**src/qd_params.svh**
```systemverilog
// constants for the quadrature filter and decoder block
//
// Contract
// [RQ1] sample each channel every rising edge into a four-bit history register
// [RQ2] filtered level changes only after three equal consecutive samples
// [RQ3] glitches between edges and pulses under two clocks are suppressed
// [RQ4] decoder compares previous and present filtered state, emits strobe and direction
// [RQ5] one, two or four counts per encoder cycle by resolution mode
// [RQ6] states: 10 is 1, 11 is 2, 01 is 3, 00 is 4
// [RQ7] four-times mode strobes on every valid transition either way
// [RQ8] two-times mode: up entering 1 or 3, down entering 2 or 4
// [RQ9] single mode: up entering 1, down entering 2, none at 3 or 4
// [RQ10] first channel leading means up, second leading means down
// [RQ11] both channels changing at once need not be flagged
// [RQ12] count pulses rise after rising edge, fall after next falling edge
// [RQ13] direction changes only on rising edges, stable across its pulse
// [RQ14] each axis has its own active-low clear input
// [RQ15] decoded count pulse lasts half a clock in the update cycle
// [RQ16] an accepted channel change reaches counting logic within seven clocks
// [RQ17] encoder leaves at least one clock between consecutive states
// [RQ18] static two-bit mode input selects four, two or single rate
// [RQ19] reset loads history and previous state from live inputs, no spurious count
`ifndef QD_PARAMS_SVH
`define QD_PARAMS_SVH

`define QD_HIST_W      4
`define QD_HIST_RST    4'h0
`define QD_MODE_W      2
`define QD_MODE_4X     2'h0
`define QD_MODE_2X     2'h1
`define QD_MODE_1X     2'h2
`define QD_SYNC_W      8
`define QD_SYNC_RST    8'h00
`define QD_POS_CLR_Y   7
`define QD_POS_CLR_X   6
`define QD_POS_MODE_HI 5
`define QD_POS_MODE_LO 4
`define QD_POS_Y_B     3
`define QD_POS_Y_A     2
`define QD_POS_X_B     1
`define QD_POS_X_A     0

`endif

```
**src/qd_pkg.sv**
```systemverilog
// types shared by the quadrature filter and decoder block
package qd_pkg;

  typedef enum logic [1:0] {
    MODE_4X,
    MODE_2X,
    MODE_1X
  } mode_t;

  typedef enum logic [1:0] {
    ST_ONE,
    ST_TWO,
    ST_THREE,
    ST_FOUR
  } quad_state_t;

endpackage : qd_pkg

```
**src/qd_link_if.sv**
```systemverilog
// link between one axis' filters and its decoder
`timescale 1ns/1ps
`default_nettype none
interface qd_link_if;
  logic filt_first;
  logic filt_second;
  logic load;
  logic step;
  logic up;

  modport feeder (
    output filt_first,
    output filt_second,
    output load,
    input  step,
    input  up
  );

  modport decoder (
    input  filt_first,
    input  filt_second,
    input  load,
    output step,
    output up
  );
endinterface : qd_link_if
`default_nettype wire

```
**src/qd_filter.sv**
```systemverilog
// three-sample stability filter for one quadrature channel
`timescale 1ns/1ps
`default_nettype none
`include "qd_params.svh"
module qd_filter (
  input  wire logic i_clk_sys,
  input  wire logic i_arst_n,
  input  wire logic i_load,
  input  wire logic i_sample,
  output logic      o_level
);
  logic [`QD_HIST_W-1:0] hist_r;
  logic [`QD_HIST_W-1:0] hist_nxt;
  logic                  level_r;
  logic                  level_nxt;

  always_comb begin
    hist_nxt  = {hist_r[`QD_HIST_W-2:0], i_sample}; // RQ1
    level_nxt = level_r;
    if (i_load) begin
      hist_nxt  = {`QD_HIST_W{i_sample}}; // RQ19
      level_nxt = i_sample;
    end else if (hist_r[3:1] == 3'h7) begin
      level_nxt = 1'b1; // RQ2 RQ3
    end else if (hist_r[3:1] == 3'h0) begin
      level_nxt = 1'b0; // RQ2 RQ3
    end
  end

  always_ff @(posedge i_clk_sys or negedge i_arst_n) begin
    if (!i_arst_n) begin
      hist_r  <= `QD_HIST_RST;
      level_r <= 1'b0;
    end else begin
      hist_r  <= hist_nxt;
      level_r <= level_nxt;
    end
  end

  assign o_level = level_r;
endmodule : qd_filter
`default_nettype wire

```
**src/qd_decoder.sv**
```systemverilog
// quadrature state decoder for one axis
`timescale 1ns/1ps
`default_nettype none
module qd_decoder (
  input  wire logic          i_clk_sys,
  input  wire logic          i_arst_n,
  input  wire qd_pkg::mode_t i_mode,
  qd_link_if.decoder         lk
);
  import qd_pkg::*;

  quad_state_t prev_r;
  quad_state_t prev_nxt;
  quad_state_t cur;
  logic        step_r;
  logic        step_nxt;
  logic        up_r;
  logic        up_nxt;
  logic        fwd;
  logic        back;

  function automatic quad_state_t succ(input quad_state_t s);
    unique case (s)
      ST_ONE:   succ = ST_TWO;
      ST_TWO:   succ = ST_THREE;
      ST_THREE: succ = ST_FOUR;
      ST_FOUR:  succ = ST_ONE;
    endcase
  endfunction : succ

  always_comb begin
    unique case ({lk.filt_first, lk.filt_second}) // RQ6
      2'h2: cur = ST_ONE;
      2'h3: cur = ST_TWO;
      2'h1: cur = ST_THREE;
      2'h0: cur = ST_FOUR;
    endcase
    // first leading walks 1-2-3-4; a double change matches neither and is dropped
    fwd      = (succ(prev_r) == cur); // RQ10 RQ11
    back     = (succ(cur) == prev_r); // RQ10 RQ11
    prev_nxt = cur; // RQ4
    up_nxt   = up_r;
    step_nxt = 1'b0;
    if (!lk.load && (fwd || back)) begin
      up_nxt = fwd; // RQ10
      unique case (i_mode) // RQ5
        MODE_4X: step_nxt = 1'b1; // RQ7
        MODE_2X: step_nxt = fwd ? (cur == ST_ONE || cur == ST_THREE)
                                : (cur == ST_TWO || cur == ST_FOUR); // RQ8
        MODE_1X: step_nxt = fwd ? (cur == ST_ONE) : (cur == ST_TWO); // RQ9
        default: step_nxt = 1'b1;
      endcase
    end
  end

  always_ff @(posedge i_clk_sys or negedge i_arst_n) begin
    if (!i_arst_n) begin
      prev_r <= ST_FOUR;
      step_r <= 1'b0;
      up_r   <= 1'b1;
    end else begin
      prev_r <= prev_nxt; // RQ19
      step_r <= step_nxt;
      up_r   <= up_nxt;
    end
  end

  assign lk.step = step_r;
  assign lk.up   = up_r;
endmodule : qd_decoder
`default_nettype wire

```
**src/quad_filter_decoder.sv**
```systemverilog
// dual-axis quadrature input filter and decoder with pulsed count outputs
`timescale 1ns/1ps
`default_nettype none
`include "qd_params.svh"
module quad_filter_decoder (
  input  wire logic                  i_clk_sys,
  input  wire logic                  i_arst_n,
  input  wire logic                  i_axis_one_clear_n,
  input  wire logic                  i_axis_two_clear_n,
  input  wire logic                  i_quad_input_first_one,
  input  wire logic                  i_quad_input_second_one,
  input  wire logic                  i_quad_input_first_two,
  input  wire logic                  i_quad_input_second_two,
  input  wire logic [`QD_MODE_W-1:0] i_count_mode,
  output logic                       o_direction_out_axis_one,
  output logic                       o_direction_out_axis_two,
  output logic                       o_decoded_pulse_axis_one,
  output logic                       o_decoded_pulse_axis_two,
  output logic                       o_carry_pulse_axis_one,
  output logic                       o_carry_pulse_axis_two
);
  import qd_pkg::*;

  // ************************************************************
  // pin synchronisers
  // ************************************************************
  logic [`QD_SYNC_W-1:0] pin_raw;
  logic [`QD_SYNC_W-1:0] meta_r;
  logic [`QD_SYNC_W-1:0] sync_r;

  always_comb begin
    pin_raw                  = `QD_SYNC_RST;
    pin_raw[`QD_POS_X_A]     = i_quad_input_first_one;
    pin_raw[`QD_POS_X_B]     = i_quad_input_second_one;
    pin_raw[`QD_POS_Y_A]     = i_quad_input_first_two;
    pin_raw[`QD_POS_Y_B]     = i_quad_input_second_two;
    pin_raw[`QD_POS_MODE_LO] = i_count_mode[0];
    pin_raw[`QD_POS_MODE_HI] = i_count_mode[1];
    pin_raw[`QD_POS_CLR_X]   = i_axis_one_clear_n;
    pin_raw[`QD_POS_CLR_Y]   = i_axis_two_clear_n;
  end

  // clears synchronise from zero, but the channel bits turn live on the
  // same edge, so arm_r below stretches load until the seed is live
  always_ff @(posedge i_clk_sys or negedge i_arst_n) begin
    if (!i_arst_n) begin
      meta_r <= `QD_SYNC_RST;
      sync_r <= `QD_SYNC_RST;
    end else begin
      meta_r <= pin_raw;
      sync_r <= meta_r;
    end
  end

  // ************************************************************
  // resolution mode
  // ************************************************************
  mode_t mode_sel;

  always_comb begin
    unique case (sync_r[`QD_POS_MODE_HI:`QD_POS_MODE_LO]) // RQ18
      `QD_MODE_2X: mode_sel = MODE_2X;
      `QD_MODE_1X: mode_sel = MODE_1X;
      default:     mode_sel = MODE_4X;
    endcase
  end

  // ************************************************************
  // per-axis filter, decoder and output stage
  // ************************************************************
  logic [1:0] dir_q;
  logic [1:0] pulse_q;
  logic [1:0] carry_q;

  for (genvar ax = 0; ax < 2; ax++) begin : g_axis
    qd_link_if lk ();

    logic       load;
    logic [1:0] arm_r;
    logic [1:0] arm_nxt;
    logic       pend_r;
    logic       pend_nxt;
    logic       dir_r;
    logic       dir_nxt;
    logic       tog_r;
    logic       tog_nxt;
    logic       tog_neg_r;
    logic       carry_r;

    // two extra load edges: one to seed the filters from live samples,
    // one for the decoder to copy that seeded state
    assign load    = ~sync_r[`QD_POS_CLR_X + ax] | ~arm_r[1]; // RQ14 RQ19
    assign lk.load = load;

    qd_filter u_filt_first (
      .i_clk_sys (i_clk_sys),
      .i_arst_n  (i_arst_n),
      .i_load    (load),
      .i_sample  (sync_r[2*ax]),
      .o_level   (lk.filt_first)
    );

    qd_filter u_filt_second (
      .i_clk_sys (i_clk_sys),
      .i_arst_n  (i_arst_n),
      .i_load    (load),
      .i_sample  (sync_r[2*ax+1]),
      .o_level   (lk.filt_second)
    );

    qd_decoder u_dec (
      .i_clk_sys (i_clk_sys),
      .i_arst_n  (i_arst_n),
      .i_mode    (mode_sel),
      .lk        (lk)
    );

    // direction leads the pulse by a clock so it is settled at the rise
    always_comb begin
      arm_nxt  = {arm_r[0], sync_r[`QD_POS_CLR_X + ax]};
      pend_nxt = lk.step & ~load;
      dir_nxt  = lk.step ? lk.up : dir_r; // RQ13
      tog_nxt  = tog_r ^ (pend_r & ~load); // RQ16
      if (load) begin
        dir_nxt = dir_r;
      end
    end

    always_ff @(posedge i_clk_sys or negedge i_arst_n) begin
      if (!i_arst_n) begin
        arm_r   <= 2'h0;
        pend_r  <= 1'b0;
        dir_r   <= 1'b1;
        tog_r   <= 1'b0;
        carry_r <= 1'b0;
      end else begin
        arm_r   <= arm_nxt;
        pend_r  <= pend_nxt;
        dir_r   <= dir_nxt; // RQ13
        tog_r   <= tog_nxt;
        // no position counter here, so there is never a wrap to signal
        carry_r <= 1'b0;
      end
    end

    // the falling edge copies the toggle back and ends the pulse
    always_ff @(negedge i_clk_sys or negedge i_arst_n) begin
      if (!i_arst_n) begin
        tog_neg_r <= 1'b0;
      end else begin
        tog_neg_r <= tog_r;
      end
    end

    assign dir_q[ax]   = dir_r;
    // two flops on opposite edges instead of clock gating: a gated clock
    // would leave a sliver at the next rise while the flop clears
    assign pulse_q[ax] = tog_r ^ tog_neg_r; // RQ12 RQ15
    assign carry_q[ax] = carry_r & i_clk_sys; // RQ12
  end

  assign o_direction_out_axis_one = dir_q[0];
  assign o_direction_out_axis_two = dir_q[1];
  assign o_decoded_pulse_axis_one = pulse_q[0];
  assign o_decoded_pulse_axis_two = pulse_q[1];
  assign o_carry_pulse_axis_one   = carry_q[0];
  assign o_carry_pulse_axis_two   = carry_q[1];

endmodule : quad_filter_decoder
`default_nettype wire

```
**config.mk**
```make
export PLATFORM = sky130hd
export DESIGN_NAME = quad_filter_decoder
export DESIGN_NICKNAME = d
export VERILOG_FILES = /design/src/qd_pkg.sv /design/src/qd_link_if.sv /design/src/qd_filter.sv /design/src/qd_decoder.sv /design/src/quad_filter_decoder.sv
export VERILOG_INCLUDE_DIRS = /design/src
export SDC_FILE = /design/constraint.sdc
export NUM_CORES = 1
export LEC_CHECK = 0
export ABC_AREA = 1
export BUFFER_PORTS_ARGS = -buffer_cell sky130_fd_sc_hd__clkbuf_2
export CAP_MARGIN = 0
export CORE_ASPECT_RATIO = 0.75
export CORE_UTILIZATION = 55
export CTS_BUF_LIST = sky130_fd_sc_hd__clkbuf_8
export CTS_CLUSTER_DIAMETER = 200
export DETAILED_ROUTE_END_ITERATION = 7
export PLACE_DENSITY = 0.81
export SLEW_MARGIN = 5
export SYNTH_ARGS = -nofsm -noshare
export SYNTH_HDL_FRONTEND = slang
export SYNTH_SLANG_ARGS = --single-unit
```
**constraint.sdc**
```tcl
create_clock -name i_clk_sys -period 2.8 [get_ports i_clk_sys]
set_clock_uncertainty 0.05 [all_clocks]
set_input_delay 0.42 -clock i_clk_sys [delete_from_list [all_inputs] [get_ports i_clk_sys]]
set_output_delay 0.42 -clock i_clk_sys [all_outputs]
set_load 0.01 [all_outputs]
```
==> results.py <==
metrics = {
    "global_routing": {
        "antenna_found_initial": 0,
        "gr-total-overflow": 0,
        "grt_first_pass_wirelength_mm": 5.913,
        "grt_use_total_pct": 17.27,
        "grt_max_degree": 55,
        "grt_pass1_vias": 1370,
    },
    "clocking": {
        "numCtsBuffers": 5,
        "clk_latency_ps": 300,
        "cts_num_sinks": 56,
        "h-tree-depth": 2,
        "clockBufferDepth": 2,
        "clk_pin_slew_ps": 100,
        "root_buffer": "clkbuf_8",
        "cts-hold-fix-buffers": 0,
        "cts_tree": "done",
        "cts_setup_buffers": 0,
    },
    "worst_setup_path": {
        "cp_max_fo": 1,
        "crit_family": "flip-flops",
        "crit_required_ps": 2330,
        "crit_buf_inv": 1,
        "critPathArrivalTime_ps": 2390,
        "worst-setup-path-type": "reg2out",
        "endpoint_kind": "primary output",
        "crit_slowest_cell": "dfrtn_1",
        "crit_path_cell_trace": "xor2_1 -> buf_2",
        "cp-start-kind": "register",
        "critical_path.max_stage_delay_ps": 410,
    },
    "yosys": {
        "synthXorXnorAreaFrac_pct": 3.267,
        "synth_top_family_by_area": "simple AND/OR/NAND/NOR gates",
        "netlist_area_um2": 2336,
        "synthAdderAreaFrac_pct": 8.034,
        "synth_area_per_cell_um2": 10.92,
        "synth-compound-area-share_pct": 7.713,
        "synth_mux_area_share_pct": 0.4821,
        "synth-simple-area-share_pct": 12.59,
        "synth-seq-cells": 56,
        "syn_inst": 214,
        "yosysSeqAreaShare_pct": 60.42,
        "yosysWarningCount": 0,
        "synth_cell_type_count": 30,
    },
    "final_layout": {
        "area_growth_pct": 9.159,
        "diodes": 0,
        "utilization_pct": 62.90,
        "finalNetCount": 257,
        "drive_above_1_share_pct": 21.89,
        "final_area_um2": 2550,
    },
    "route": {
        "drcViolationCount": 0,
        "vias": 1381,
        "antenna_left": 0,
        "wirelength_mm": 3.310,
        "vias_per_cell": 4.795,
        "drtIter0Drc": 55,
        "drt-pass1-iter-count": 4,
        "wl_per_cell_um": 11.49,
    },
    "floorplan": {
        "coreArea_um2": 4054,
        "start_util_pct": 57.62,
        "rows": 20,
        "die_h_um": 58.44,
        "ioPinCount": 16,
        "die-area_um2": 4514,
        "die_x_um": 77.25,
    },
    "power": {
        "power_density_nw_per_um2": 726.4,
        "leakage_nw": 1.296,
        "ir_worst_vdd_v": 0.0004893,
    },
    "sta": {
        "report.final.slew_viol_count": 0,
        "tns_ps": -119.1,
        "fin_ws_ps": -63.48,
        "whs_ps": 162.3,
        "hold_viol_final": 0,
        "finalSetupViolations": 2,
        "rsz0062_at_grt": "yes",
        "max-slew-margin-rel_pct": 57.16,
        "worst-slew-pin-transition_ps": 642.6,
    },
    "placed_design": {
        "io_buffers": 13,
        "dp_worst_setup_slack_ps": 246.4,
        "gp_congestion": 0.7768,
        "place_area_um2": 2456,
        "hpwl_mm": 2.361,
    },
    "worst_hold_path": {
        "hp-class": "in2reg",
    },
    "outcome": {
        "status": "complete, but fails checks",
        "violations": "setup timing",
    },
    "flow_run": {
        "cap_violations": 0,
    },
}
==> path summary, 6_finish.rpt <==
path	from	end	slack (ps)	depth (start not counted)
setup / recovery	g_axis[0].tog_neg_r	o_decoded_pulse_axis_one	-60	2
hold / removal	i_quad_input_second_two	meta_r[3]	160	1
setup reg to reg	g_axis[0].tog_r	g_axis[0].tog_neg_r	760	0
hold reg to reg	g_axis[1].arm_r[0]	g_axis[1].arm_r[1]	310	0
max in group asynchronous	i_arst_n	g_axis[0].tog_neg_r	1420	1
min in group asynchronous	i_arst_n	g_axis[1].tog_r	220	2
==> cell usage after synthesis <==
| cell | number | area [um2] |
|---|---|---|
| xor2_2 | 2 | 32.53 |
| nand2_4 | 1 | 11.26 |
| inv_2 | 6 | 22.52 |
| o21ai_2 | 1 | 8.760 |
| inv_1 | 33 | 123.9 |
| dfrtp_1 | 46 | 1151 |
| nand2_1 | 32 | 120.1 |
| buf_4 | 2 | 15.01 |
| xnor2_1 | 2 | 17.52 |
| o22ai_1 | 1 | 6.260 |
| a21oi_2 | 1 | 8.760 |
| a21oi_1 | 10 | 50.05 |
| buf_2 | 2 | 10.01 |
| nand2_2 | 5 | 31.28 |
| o2111ai_1 | 1 | 8.760 |
| nor2_4 | 3 | 33.78 |
| mux2_2 | 1 | 11.26 |
| nand3_1 | 8 | 40.04 |
| o21ai_0 | 9 | 45.04 |
| conb_1 | 1 | 3.750 |
| dfstp_2 | 8 | 210.2 |
| xor2_1 | 3 | 26.28 |
| dfrtn_1 | 2 | 50.05 |
| a211oi_2 | 1 | 12.51 |
| o21ai_1 | 5 | 25.02 |
| ha_1 | 15 | 187.7 |
| nor3_1 | 4 | 20.02 |
| o21a_1 | 2 | 15.01 |
| nor2_1 | 4 | 15.01 |
| nand3b_1 | 3 | 22.52 |
==> sequential cells by signal (all words and copies together), names as in the netlist, 2 cells and up <==
signal and cells:
meta_r 8, g_axis.arm_r 4, g_axis.pend_r 2, g_axis.u_dec.lk.step 2
g_axis.tog_neg_r 2, g_axis.u_filt_second.o_level 2, g_axis.u_filt_first.hist_r 8, g_axis.u_filt_first.o_level 2
g_axis.u_dec.prev_r 4, sync_r 8, g_axis.tog_r 2, g_axis.u_dec.lk.up 2
g_axis.u_filt_second.hist_r 8
==> kinds of logic after synthesis <==
group | Yosys count
buffers and inverters | 43
flip-flops | 56
XOR/XNOR | 7
multiplexers | 1
AND/OR/NAND/NOR | 60
other | 1
adder cells (fa/ha/maj) | 15
AO/OA/AOI/OAI | 31
==> metrics by stage <==
step,total power (W),std cells
CTS,0.001880,288
detailed placement,0.001423,280
global route,0.001969,288
global placement,0.001403,280
finish,0.001852,288
floorplan,0.001306,215
==> metal layers <==
layer  vias to the layer above  GRT usage, %  share of wire [%]
met1                       665         23.30                 50
li1                        694             -                  -
met5                         -             0                  0
met2                        17         26.68                 46
met4                         0         9.434                1.8
met3                         5         3.721                2.9
==> where the power goes <==
part           internal [W]  switching (W)
combinational      0.000165       0.000239
sequential         0.000940      0.0000596
clock              0.000183       0.000266
total               0.00129       0.000565
==> layout make-up <==
class                   instances  area [um2]
clock buffers                   5       68.82
multi-input cells             116       757.0
well taps                      55       68.82
flip-flops and latches         56        1411
clock inverters                 3       25.02
repair buffers                 14       72.57
inverters                      39       146.4
fillers                       333        1504
==> placed cells by master, fill, tap and decap left out, types with 2 or more instances in the layout <==
master	instances
o21ai_1	5
nor3_1	4
inv_2	6
dfrtp_1	46
clkbuf_8	5
nand2_1	32
xor2_2	2
nand2_2	5
dfrtn_1	2
nand3_1	8
xnor2_1	2
dfstp_2	8
o21a_1	2
inv_6	2
nor2_4	3
inv_1	33
o21ai_0	9
clkbuf_2	11
conb_1	2
ha_1	15
nand3b_1	3
xor2_1	3
buf_2	2
a21oi_1	10
nor2_1	4
==> timing repair <==
action                                  in CTS  in global routing
endpoints found under the setup margin       2                  2
resized for setup                            0                  2
hold endpoints to repair                     0                  0
Note: power is estimated with default switching activity, not from simulation.
